**src/verilog/epr_regs.svh**
```systemverilog
`ifndef EPR_REGS_SVH
`define EPR_REGS_SVH

// ----------------------------------------
// Register offsets
// ----------------------------------------
`define EPR_OFS_CTRL      8'h00
`define EPR_OFS_RES       8'h04
`define EPR_OFS_PRESET    8'h08
`define EPR_OFS_LIM_MIN   8'h0C
`define EPR_OFS_LIM_MAX   8'h10
`define EPR_OFS_CYCLE     8'h14
`define EPR_OFS_SYNC_N    8'h18
`define EPR_OFS_NODE_ID   8'h1C
`define EPR_OFS_POS       8'h20
`define EPR_OFS_CAM_STAT  8'h24
`define EPR_OFS_IRQ_STAT  8'h28
`define EPR_OFS_IRQ_MASK  8'h2C
`define EPR_CAM_PAGE      2'h1

// ----------------------------------------
// Field positions
// ----------------------------------------
`define EPR_CTRL_DIR_BIT  0
`define EPR_CTRL_MODE_LSB 1
`define EPR_MODE_CYCLIC   2'h1
`define EPR_MODE_SYNC     2'h2
`define EPR_LIMIT_BIT     31
`define EPR_IRQ_TX_BIT    0
`define EPR_IRQ_LIM_BIT   1
`define EPR_IRQ_CAM_BIT   2

// ----------------------------------------
// Reset values
// ----------------------------------------
`define EPR_RES_RESET     32'h00010000
`define EPR_LIM_MAX_RESET 32'h7FFFFFFF
`define EPR_CYCLE_RESET   16'h0063
`define EPR_SYNC_N_RESET  16'h0001
`define EPR_NODE_ID_RESET 11'h181

// ----------------------------------------
// Timing
// ----------------------------------------
`define EPR_TICK_MS       1
`define EPR_CLK_KHZ       50000
`define EPR_TICK_CYCLES   (`EPR_TICK_MS * `EPR_CLK_KHZ)
`define EPR_PIPE_CYCLES   2'h2

`endif

```
**src/verilog/epr_pkg.sv**
```systemverilog
package epr_pkg;

    typedef enum logic [1:0] {
        EPR_POLLED,
        EPR_CYCLIC,
        EPR_SYNC
    } epr_mode_t;

    typedef enum logic [1:0] {
        EPR_IDLE,
        EPR_WAIT,
        EPR_LOAD,
        EPR_SEND
    } epr_state_t;

    // Resolution scaling: raw counts times steps, divided by raw steps per turn
    function automatic logic [31:0] epr_scale(input logic [31:0] raw,
                                              input logic [31:0] steps,
                                              input int         st_bits);
        logic [63:0] prod;
        prod = {32'h00000000, raw} * {32'h00000000, steps};
        return 32'((prod >> st_bits) & 64'h00000000FFFFFFFF);
    endfunction

    function automatic logic epr_in_window(input logic [31:0] v,
                                           input logic [31:0] lo,
                                           input logic [31:0] hi);
        return (v >= lo) && (v <= hi);
    endfunction

endpackage

```
**src/verilog/epr_if.sv**
```systemverilog
interface epr_if #(
    parameter int W    = 32,
    parameter int CAMS = 8
);
    logic [W-1:0]    raw_pos;
    logic [W-1:0]    res;
    logic [W-1:0]    offset;
    logic            dir;
    logic [W-1:0]    p_dir;
    logic [W-1:0]    pos;
    logic [W-1:0]    cam_lo [CAMS];
    logic [W-1:0]    cam_hi [CAMS];
    logic [CAMS-1:0] cam_hit;

    modport ctl (output raw_pos, res, offset, dir, cam_lo, cam_hi,
                 input  p_dir, pos, cam_hit);
    modport xf  (input  raw_pos, res, offset, dir,
                 output p_dir, pos);
    modport cm  (input  pos, cam_lo, cam_hi,
                 output cam_hit);
endinterface

```
**src/verilog/epr_xform.sv**
```systemverilog
module epr_xform #(
    parameter int ST_BITS = 16
) (
    input wire logic clock,
    input wire logic rst_b,
    epr_if.xf        bus
);
    logic [31:0] scaled;

    assign scaled = epr_pkg::epr_scale(bus.raw_pos, bus.res, ST_BITS);

    // Two stages: direction first, then the preset offset
    always_ff @(posedge clock) begin
        if (!rst_b) begin
            bus.p_dir <= 32'h00000000;
            bus.pos   <= 32'h00000000;
        end else begin
            bus.p_dir <= bus.dir ? (32'h00000000 - scaled) : scaled;
            bus.pos   <= bus.p_dir + bus.offset;
        end
    end
endmodule

```
**src/verilog/epr_cam.sv**
```systemverilog
module epr_cam #(
    parameter int CAMS = 8
) (
    epr_if.cm bus
);
    always_comb begin
        for (int i = 0; i < CAMS; i++) begin
            bus.cam_hit[i] = epr_pkg::epr_in_window(bus.pos, bus.cam_lo[i],
                                                    bus.cam_hi[i]);
        end
    end
endmodule

```
**src/verilog/epr_top.sv**
```systemverilog
`include "epr_regs.svh"

module epr_top #(
    parameter int          ST_BITS     = 16,
    parameter int          CAMS        = 8,
    parameter logic [31:0] TICK_CYCLES = `EPR_TICK_CYCLES
) (
    input  wire logic            clock,
    input  wire logic            rst_b,
    input  wire logic [31:0]     raw_pos,
    input  wire logic            rtr_req,
    input  wire logic [10:0]     rtr_id,
    input  wire logic            sync_pulse,
    input  wire logic            tx_ready,
    output logic                 tx_valid,
    output logic [10:0]          tx_id,
    output logic [31:0]          tx_data,
    input  wire logic [7:0]      reg_addr,
    input  wire logic [31:0]     reg_wdata,
    input  wire logic            reg_wr,
    input  wire logic            reg_rd,
    output logic [31:0]          reg_rdata,
    output logic [CAMS-1:0]      cam_out,
    output logic                 irq
);
    // ----------------------------------------
    // Storage
    // ----------------------------------------
    logic                   dir_reg;
    epr_pkg::epr_mode_t     mode_reg;
    logic [31:0]            res_reg;
    logic [31:0]            offset_reg;
    logic [31:0]            lim_min_reg;
    logic [31:0]            lim_max_reg;
    logic [15:0]            cycle_reg;
    logic [15:0]            sync_n_reg;
    logic [10:0]            node_id_reg;
    logic [31:0]            cam_lo_reg [CAMS];
    logic [31:0]            cam_hi_reg [CAMS];
    logic [2:0]             irq_stat_reg;
    logic [2:0]             irq_stat_next;
    logic [2:0]             irq_mask_reg;
    logic [31:0]            raw_snap_reg;
    logic [31:0]            tick_cnt_reg;
    logic                   tick_reg;
    logic [15:0]            ms_cnt_reg;
    logic [15:0]            sync_cnt_reg;
    logic [1:0]             wait_reg;
    logic                   out_range_reg;
    logic [CAMS-1:0]        cam_prev_reg;
    logic [31:0]            rd_next;
    epr_pkg::epr_state_t    state_reg;
    epr_pkg::epr_state_t    state_next;

    logic                   poll_hit;
    logic                   cyc_fire;
    logic                   sync_fire;
    logic                   trig;
    logic                   out_range;
    logic                   tx_done;
    logic [2:0]             events;
    logic                   cam_sel;
    logic [2:0]             cam_idx;

    epr_if #(.W(32), .CAMS(CAMS)) bus ();

    // ----------------------------------------
    // Position pipeline
    // ----------------------------------------
    assign bus.raw_pos = raw_snap_reg;
    assign bus.res     = res_reg;
    assign bus.offset  = offset_reg;
    assign bus.dir     = dir_reg;
    always_comb begin
        for (int i = 0; i < CAMS; i++) begin
            bus.cam_lo[i] = cam_lo_reg[i];
            bus.cam_hi[i] = cam_hi_reg[i];
        end
    end

    epr_xform #(.ST_BITS(ST_BITS)) u_xform (
        .clock (clock),
        .rst_b (rst_b),
        .bus   (bus.xf)
    );

    epr_cam #(.CAMS(CAMS)) u_cam (
        .bus (bus.cm)
    );

    // Snapshot tracks the shaft while idle and freezes at the trigger
    always_ff @(posedge clock) begin
        if (!rst_b) begin
            raw_snap_reg <= 32'h00000000;
        end else if (state_reg == epr_pkg::EPR_IDLE) begin
            raw_snap_reg <= raw_pos;
        end
    end

    assign out_range = (bus.pos < lim_min_reg) || (bus.pos > lim_max_reg);

    // ----------------------------------------
    // Register writes
    // ----------------------------------------
    assign cam_sel = (reg_addr[7:6] == `EPR_CAM_PAGE) && (reg_addr[1:0] == 2'h0);
    assign cam_idx = reg_addr[5:3];

    always_ff @(posedge clock) begin
        if (!rst_b) begin
            dir_reg     <= 1'b0;
            mode_reg    <= epr_pkg::EPR_POLLED;
            res_reg     <= `EPR_RES_RESET;
            offset_reg  <= 32'h00000000;
            lim_min_reg <= 32'h00000000;
            lim_max_reg <= `EPR_LIM_MAX_RESET;
            cycle_reg   <= `EPR_CYCLE_RESET;
            sync_n_reg  <= `EPR_SYNC_N_RESET;
            node_id_reg <= `EPR_NODE_ID_RESET;
        end else if (reg_wr) begin
            case (reg_addr)
                `EPR_OFS_CTRL: begin
                    dir_reg <= reg_wdata[`EPR_CTRL_DIR_BIT];
                    case (reg_wdata[`EPR_CTRL_MODE_LSB +: 2])
                        `EPR_MODE_CYCLIC: mode_reg <= epr_pkg::EPR_CYCLIC;
                        `EPR_MODE_SYNC:   mode_reg <= epr_pkg::EPR_SYNC;
                        default:          mode_reg <= epr_pkg::EPR_POLLED;
                    endcase
                end
                `EPR_OFS_RES:     res_reg     <= reg_wdata;
                `EPR_OFS_PRESET:  offset_reg  <= reg_wdata - bus.p_dir;
                `EPR_OFS_LIM_MIN: lim_min_reg <= reg_wdata;
                `EPR_OFS_LIM_MAX: lim_max_reg <= reg_wdata;
                `EPR_OFS_CYCLE:   cycle_reg   <= reg_wdata[15:0];
                `EPR_OFS_SYNC_N:  sync_n_reg  <= reg_wdata[15:0];
                `EPR_OFS_NODE_ID: node_id_reg <= reg_wdata[10:0];
                default: ;
            endcase
        end
    end

    always_ff @(posedge clock) begin
        if (!rst_b) begin
            for (int i = 0; i < CAMS; i++) begin
                cam_lo_reg[i] <= 32'h00000000;
                cam_hi_reg[i] <= 32'h00000000;
            end
        end else if (reg_wr && cam_sel) begin
            if (reg_addr[2]) begin
                cam_hi_reg[cam_idx] <= reg_wdata;
            end else begin
                cam_lo_reg[cam_idx] <= reg_wdata;
            end
        end
    end

    // ----------------------------------------
    // Register reads
    // ----------------------------------------
    always_comb begin
        rd_next = 32'h00000000;
        case (reg_addr)
            `EPR_OFS_CTRL: begin
                rd_next[`EPR_CTRL_DIR_BIT] = dir_reg;
                case (mode_reg)
                    epr_pkg::EPR_CYCLIC: rd_next[`EPR_CTRL_MODE_LSB +: 2] = `EPR_MODE_CYCLIC;
                    epr_pkg::EPR_SYNC:   rd_next[`EPR_CTRL_MODE_LSB +: 2] = `EPR_MODE_SYNC;
                    default:             rd_next[`EPR_CTRL_MODE_LSB +: 2] = 2'h0;
                endcase
            end
            `EPR_OFS_RES:      rd_next = res_reg;
            `EPR_OFS_PRESET:   rd_next = offset_reg;
            `EPR_OFS_LIM_MIN:  rd_next = lim_min_reg;
            `EPR_OFS_LIM_MAX:  rd_next = lim_max_reg;
            `EPR_OFS_CYCLE:    rd_next = {16'h0000, cycle_reg};
            `EPR_OFS_SYNC_N:   rd_next = {16'h0000, sync_n_reg};
            `EPR_OFS_NODE_ID:  rd_next = {21'h000000, node_id_reg};
            `EPR_OFS_POS:      rd_next = {out_range, bus.pos[30:0]};
            `EPR_OFS_CAM_STAT: rd_next[CAMS-1:0] = bus.cam_hit;
            `EPR_OFS_IRQ_STAT: rd_next[2:0] = irq_stat_reg;
            `EPR_OFS_IRQ_MASK: rd_next[2:0] = irq_mask_reg;
            default: begin
                if (cam_sel) begin
                    rd_next = reg_addr[2] ? cam_hi_reg[cam_idx] : cam_lo_reg[cam_idx];
                end
            end
        endcase
    end

    // Read data stands for exactly the cycle after the strobe
    always_ff @(posedge clock) begin
        if (!rst_b) begin
            reg_rdata <= 32'h00000000;
        end else begin
            reg_rdata <= reg_rd ? rd_next : 32'h00000000;
        end
    end

    // ----------------------------------------
    // Millisecond divider and cycle timer
    // ----------------------------------------
    always_ff @(posedge clock) begin
        if (!rst_b || mode_reg != epr_pkg::EPR_CYCLIC) begin
            tick_cnt_reg <= 32'h00000000;
            tick_reg     <= 1'b0;
        end else if (tick_cnt_reg == TICK_CYCLES - 32'h00000001) begin
            tick_cnt_reg <= 32'h00000000;
            tick_reg     <= 1'b1;
        end else begin
            tick_cnt_reg <= tick_cnt_reg + 32'h00000001;
            tick_reg     <= 1'b0;
        end
    end

    // Period register holds milliseconds minus one, so 0 is 1 ms, FFFF is 65536 ms
    assign cyc_fire = tick_reg && (ms_cnt_reg == cycle_reg);

    always_ff @(posedge clock) begin
        if (!rst_b || mode_reg != epr_pkg::EPR_CYCLIC) begin
            ms_cnt_reg <= 16'h0000;
        end else if (cyc_fire) begin
            ms_cnt_reg <= 16'h0000;
        end else if (tick_reg) begin
            ms_cnt_reg <= ms_cnt_reg + 16'h0001;
        end
    end

    // ----------------------------------------
    // Sync counting
    // ----------------------------------------
    // A count of zero behaves as one so sync mode can never go silent
    assign sync_fire = (mode_reg == epr_pkg::EPR_SYNC) && sync_pulse &&
                       ((sync_cnt_reg + 16'h0001) >= sync_n_reg);

    always_ff @(posedge clock) begin
        if (!rst_b || mode_reg != epr_pkg::EPR_SYNC) begin
            sync_cnt_reg <= 16'h0000;
        end else if (sync_fire) begin
            sync_cnt_reg <= 16'h0000;
        end else if (sync_pulse) begin
            sync_cnt_reg <= sync_cnt_reg + 16'h0001;
        end
    end

    // ----------------------------------------
    // Transmit sequencer
    // ----------------------------------------
    assign poll_hit = (mode_reg == epr_pkg::EPR_POLLED) && rtr_req &&
                      (rtr_id == node_id_reg);
    // Triggers that land while a frame is in flight are dropped, not queued
    assign trig     = (state_reg == epr_pkg::EPR_IDLE) &&
                      (poll_hit || cyc_fire || sync_fire);
    assign tx_done  = (state_reg == epr_pkg::EPR_SEND) && tx_ready;

    always_comb begin
        state_next = state_reg;
        case (state_reg)
            epr_pkg::EPR_IDLE: if (trig) state_next = epr_pkg::EPR_WAIT;
            epr_pkg::EPR_WAIT: if (wait_reg == 2'h1) state_next = epr_pkg::EPR_LOAD;
            epr_pkg::EPR_LOAD: state_next = epr_pkg::EPR_SEND;
            epr_pkg::EPR_SEND: if (tx_ready) state_next = epr_pkg::EPR_IDLE;
            default:           state_next = epr_pkg::EPR_IDLE;
        endcase
    end

    always_ff @(posedge clock) begin
        if (!rst_b) begin
            state_reg <= epr_pkg::EPR_IDLE;
            wait_reg  <= 2'h0;
        end else begin
            state_reg <= state_next;
            wait_reg  <= trig ? `EPR_PIPE_CYCLES : (wait_reg - {1'b0, wait_reg != 2'h0});
        end
    end

    // Pipeline has settled in the load state, so the value reflects every setting
    always_ff @(posedge clock) begin
        if (!rst_b) begin
            tx_valid <= 1'b0;
            tx_id    <= `EPR_NODE_ID_RESET;
            tx_data  <= 32'h00000000;
        end else begin
            if (trig) begin
                tx_id <= poll_hit ? rtr_id : node_id_reg;
            end
            if (state_reg == epr_pkg::EPR_LOAD) begin
                tx_valid <= 1'b1;
                tx_data  <= {out_range, bus.pos[30:0]};
            end else if (tx_done) begin
                tx_valid <= 1'b0;
            end
        end
    end

    // ----------------------------------------
    // Cam outputs and interrupts
    // ----------------------------------------
    always_ff @(posedge clock) begin
        if (!rst_b) begin
            cam_out       <= '0;
            // All windows are [0,0] and pos is 0 out of reset, so every cam hits
            cam_prev_reg  <= '1;
            out_range_reg <= 1'b0;
        end else begin
            cam_out       <= bus.cam_hit;
            cam_prev_reg  <= bus.cam_hit;
            out_range_reg <= out_range;
        end
    end

    assign events[`EPR_IRQ_TX_BIT]  = tx_done;
    assign events[`EPR_IRQ_LIM_BIT] = out_range && !out_range_reg;
    assign events[`EPR_IRQ_CAM_BIT] = bus.cam_hit != cam_prev_reg;

    // A new event wins over a write-one-to-clear in the same cycle
    always_comb begin
        irq_stat_next = irq_stat_reg;
        if (reg_wr && reg_addr == `EPR_OFS_IRQ_STAT) begin
            irq_stat_next = irq_stat_reg & ~reg_wdata[2:0];
        end
        irq_stat_next = irq_stat_next | events;
    end

    always_ff @(posedge clock) begin
        if (!rst_b) begin
            irq_stat_reg <= 3'h0;
            irq_mask_reg <= 3'h0;
            irq          <= 1'b0;
        end else begin
            irq_stat_reg <= irq_stat_next;
            if (reg_wr && reg_addr == `EPR_OFS_IRQ_MASK) begin
                irq_mask_reg <= reg_wdata[2:0];
            end
            irq <= |(irq_stat_next & irq_mask_reg);
        end
    end
endmodule

```
**config.mk**
```make
export PLATFORM = sky130hd
export DESIGN_NAME = epr_top
export DESIGN_NICKNAME = d
export VERILOG_FILES = /design/src/verilog/epr_pkg.sv /design/src/verilog/epr_if.sv /design/src/verilog/epr_xform.sv /design/src/verilog/epr_cam.sv /design/src/verilog/epr_top.sv
export VERILOG_INCLUDE_DIRS = /design/src /design/src/verilog
export SDC_FILE = /design/constraint.sdc
export NUM_CORES = 2
export LEC_CHECK = 0
export BUFFER_PORTS_ARGS = -buffer_cell sky130_fd_sc_hd__buf_4
export CORE_MARGIN = 2
export CORE_UTILIZATION = 59
export DETAILED_ROUTE_END_ITERATION = 16
export PLACE_DENSITY = 0.79
export SLEW_MARGIN = 10
export SYNTH_ARGS = -nofsm -noshare
export SYNTH_HDL_FRONTEND = slang
export SYNTH_SLANG_ARGS = --single-unit
```
**constraint.sdc**
```tcl
create_clock -name clock -period 7.5 [get_ports clock]
set_input_delay 1.5 -clock clock [delete_from_list [all_inputs] [get_ports clock]]
set_output_delay 1.5 -clock clock [all_outputs]
set_load 0.1 [all_outputs]
```
==> results.yml <==
logic_synthesis:
  synth_top_area_share_pct: 18.19
  yosys-top-cells-area: "fa_1 18%, edfxtp_1 18%, ha_1 12%"
  synth.distinct_cells: 98
  netlist_area_mm2: 0.08585
  syn-num-nets: 10980
  avgSynthCellArea_um2: 9.261
  synth-seq-cells: 951
  synth_top_area_cell: "fa_1"
  synthArstFlopShare_pct: 0
  yosysWarnings: 0
  syn_inst: 9271
  ys_seq_area_share_pct: 28.14
  synth_ff_type: "edfxtp_1"
  synth_edf_count: 512
grt:
  track_usage_pct: 38.82
  grt_overflow: 0
  grt_max_degree: 108
  grt_pass1_wl_mm: 434.7
  first_global_vias: 73390
  grt_antenna_before_repair: 17
placed_design:
  pre_cts_ws_ps: -658.6
  place_hpwl_mm: 215.2
  gp_congestion: 1.018
  port_buffers: 174
timing:
  fin_crit_sh_pct: 108.1
  hold_violations: 0
  finalSetupViolCount: 22
  clock.fmax_mhz: 123.3
  whs_ps: 468.4
  min_period_ps: 8108
  rsz0062_at_grt: "yes"
  worst-slew-pin-transition_ps: 1493
  tns_ps: -7354
  finalMaxSlewViolations: 0
  slew_headroom_pct: 0.2759
  skew_ps: 79.30
  setup_slack_ps: -608.0
setup_path:
  startpoint_type: "flop"
  startpoint: "bus.res[7]"
  crit_path_end: "u_xform.bus.p_dir[28]"
  worstRegToRegCells: 29
  critPathMaxFanout: 9
  critPathSlowestCell: "fa_1"
  cp_common_cell: "fa_1"
  worstPathRequired_ps: 8080
  critPathArrivalTime_ps: 8690
  max_stage_delay_ps: 550
  timing.rr.start: "bus.res[7]"
  worst-r2r-setup-slack_ps: -610
  rr_endpoint: "u_xform.bus.p_dir[28]"
  critical_path_class: "reg -> reg"
  end_kind: "flop"
clock_tree:
  cts-root-buf: "clkbuf_16"
  clk_latency_ps: 810
  cts_tree: "done"
  cts.path.max_buffers: 3
  path_clk_slew_ps: 60
  cts_sinks: 951
  cts-buffers-inserted: 105
  htreeDepth: 3
  cts_hold_buf: 0
power_and_ir_drop:
  pwr-share-comb_pct: 13.7
  finalPower_uw: 13100
  power.switching_uw: 3760
  switching_share_pct: 28.70
  power_density_mw_per_mm2: 135.0
  vdd_drop_max_uv: 209.1
  p_clk_share_pct: 42.2
  p_leak_uw: 0.04614
  pwr-share-seq_pct: 44.1
  p_int_uw: 9340
run_status:
  outcome: "finished with violations"
  violations: "capacitance limit, setup timing"
drt:
  drc_errors: 0
  vias: 71240
  drtAntennaViolNets: 0
  drt_iter0_markers: 8182
  dr.pass1.iters: 10
  vias_per_cell: 6.162
  wl_per_cell_um: 25.00
  routed_wl_mm: 289.0
floorplan:
  die_y_um: 385.5
  row_count: 139
  die_area_mm2: 0.1486
  core-area_mm2: 0.1440
  die_width_um: 385.5
  initial_utilization_pct: 59.62
  pin_count: 175
finish:
  drive_gt1_share_pct: 12.29
  fillers: 11000
  final_cell_mix: "1420 x inv_1, 933 x and2_1, 930 x nand2_1"
  seq_area_mm2: 0.02424
  fin_nets: 11260
  mostFrequentLayoutCell: "inv_1"
  syn2layout_area_growth_pct: 13.06
  multiInputGateArea_mm2: 0.05559
hold_path:
  hp-class: "reg -> reg"
job:
  drv_cap: 1
[cell usage after synthesis, types with 15 or more instances]
master and n:
and2_1 953, nand3_1 114, nand4_1 143, xnor2_1 132, nand2b_1 41, ha_1 834
clkbuf_1 487, o221ai_1 15, and3_1 101, fa_1 780, a21oi_1 416, o21ai_0 206
o21bai_1 15, edfxtp_1 512, a21o_1 231, mux4_2 17, a211oi_1 34, nor4_1 30
or2_2 16, nor3_1 79, buf_1 22, and4_1 19, mux2i_1 128, nor2_1 380
a221oi_1 61, o21a_1 46, a31oi_1 42, nand2_1 942, a222oi_1 30, xor2_1 105
o211ai_1 85, inv_1 1444, o31ai_1 24, a22oi_1 88, nor2b_1 56, a22o_1 27
dfxtp_1 439
[how the worst min path moves through the flow]
stage,startpoint,endpoint,slack (ps),depth (start not counted)
finish,wait_reg[0],wait_reg[0],470,1
global placement,wait_reg[0],wait_reg[0],430,1
global route,wait_reg[1],wait_reg[0],480,2
detailed placement,tick_cnt_reg[0],tick_cnt_reg[0],460,1
CTS,wait_reg[0],wait_reg[0],470,1
floorplan,wait_reg[0],wait_reg[0],420,1
[layer usage]
layer  GRT usage, %  part of all wire, %  vias to the layer above
li1               -                    -                    31150
met1          45.56                   35                    34580
met2          62.56                   46                     4253
met3          9.511                   11                     1264
met4          27.35                  8.7                        4
met5              0               0.0073                        -
[power by group through the flow]
stage	Combinational [uW]	Clock, uW	Sequential, uW
final	1790	5530	5780
after global placement	1610	0	5880
after floorplan	992	0	5870
after global routing	1910	5690	5800
after CTS	1710	5500	5780
after detailed placement	1670	0	5890
[stage by stage]
step	cells	area, um^2	util [%]
2_1_floorplan	9271	86420	-
3_3_place_gp	11320	92080	63.95
3_5_place_dp	11320	92080	63.95
4_1_cts	11540	96430	66.96
5_1_grt	11560	97060	67.40
6_report	11560	97070	67.41
[kinds of logic (layout without fill, tap and decap cells)]
| logic type | Yosys count | after routing | synth area share, % |
|---|---|---|---|
| AND/OR/NAND/NOR | 2925 | 2925 | 17.36 |
| buffers and inverters | 1961 | 2342 | 8.582 |
| adder cells (fa/ha/maj) | 1614 | 1614 | 30.34 |
| AO/OA/AOI/OAI | 1435 | 1435 | 11.16 |
| flip-flops | 951 | 951 | 28.14 |
| XOR/XNOR | 239 | 239 | 2.463 |
| multiplexers | 146 | 146 | 1.951 |
| other | 0 | 6 | 0 |
[repair_timing]
action,CTS,global route
gates cloned,1,0
buffers inserted,22,16
gates resized for setup,131,113
pin swaps,73,64
setup endpoints to repair,24,27
[layout make-up]
class	count	share of cell area, %
Multi-Input combinational cell	6359	57.27
Timing Repair Buffer	697	5.911
Antenna cell	6	0.01547
Sequential cell	951	24.97
Clock inverter	52	0.5685
Clock buffer	147	3.208
Tap cell	1903	2.453
Inverter	1446	5.599
[critical path: cells and delay by family (launching register included)]
kind | cells | cell delay (ps)
flip-flops | 1 | 370
XOR/XNOR | 1 | 170
AND/OR/NAND/NOR | 5 | 1090
adder cells (fa/ha/maj) | 9 | 3760
buffers and inverters | 7 | 640
AO/OA/AOI/OAI | 7 | 1890
(Power assumes the default switching activity.)
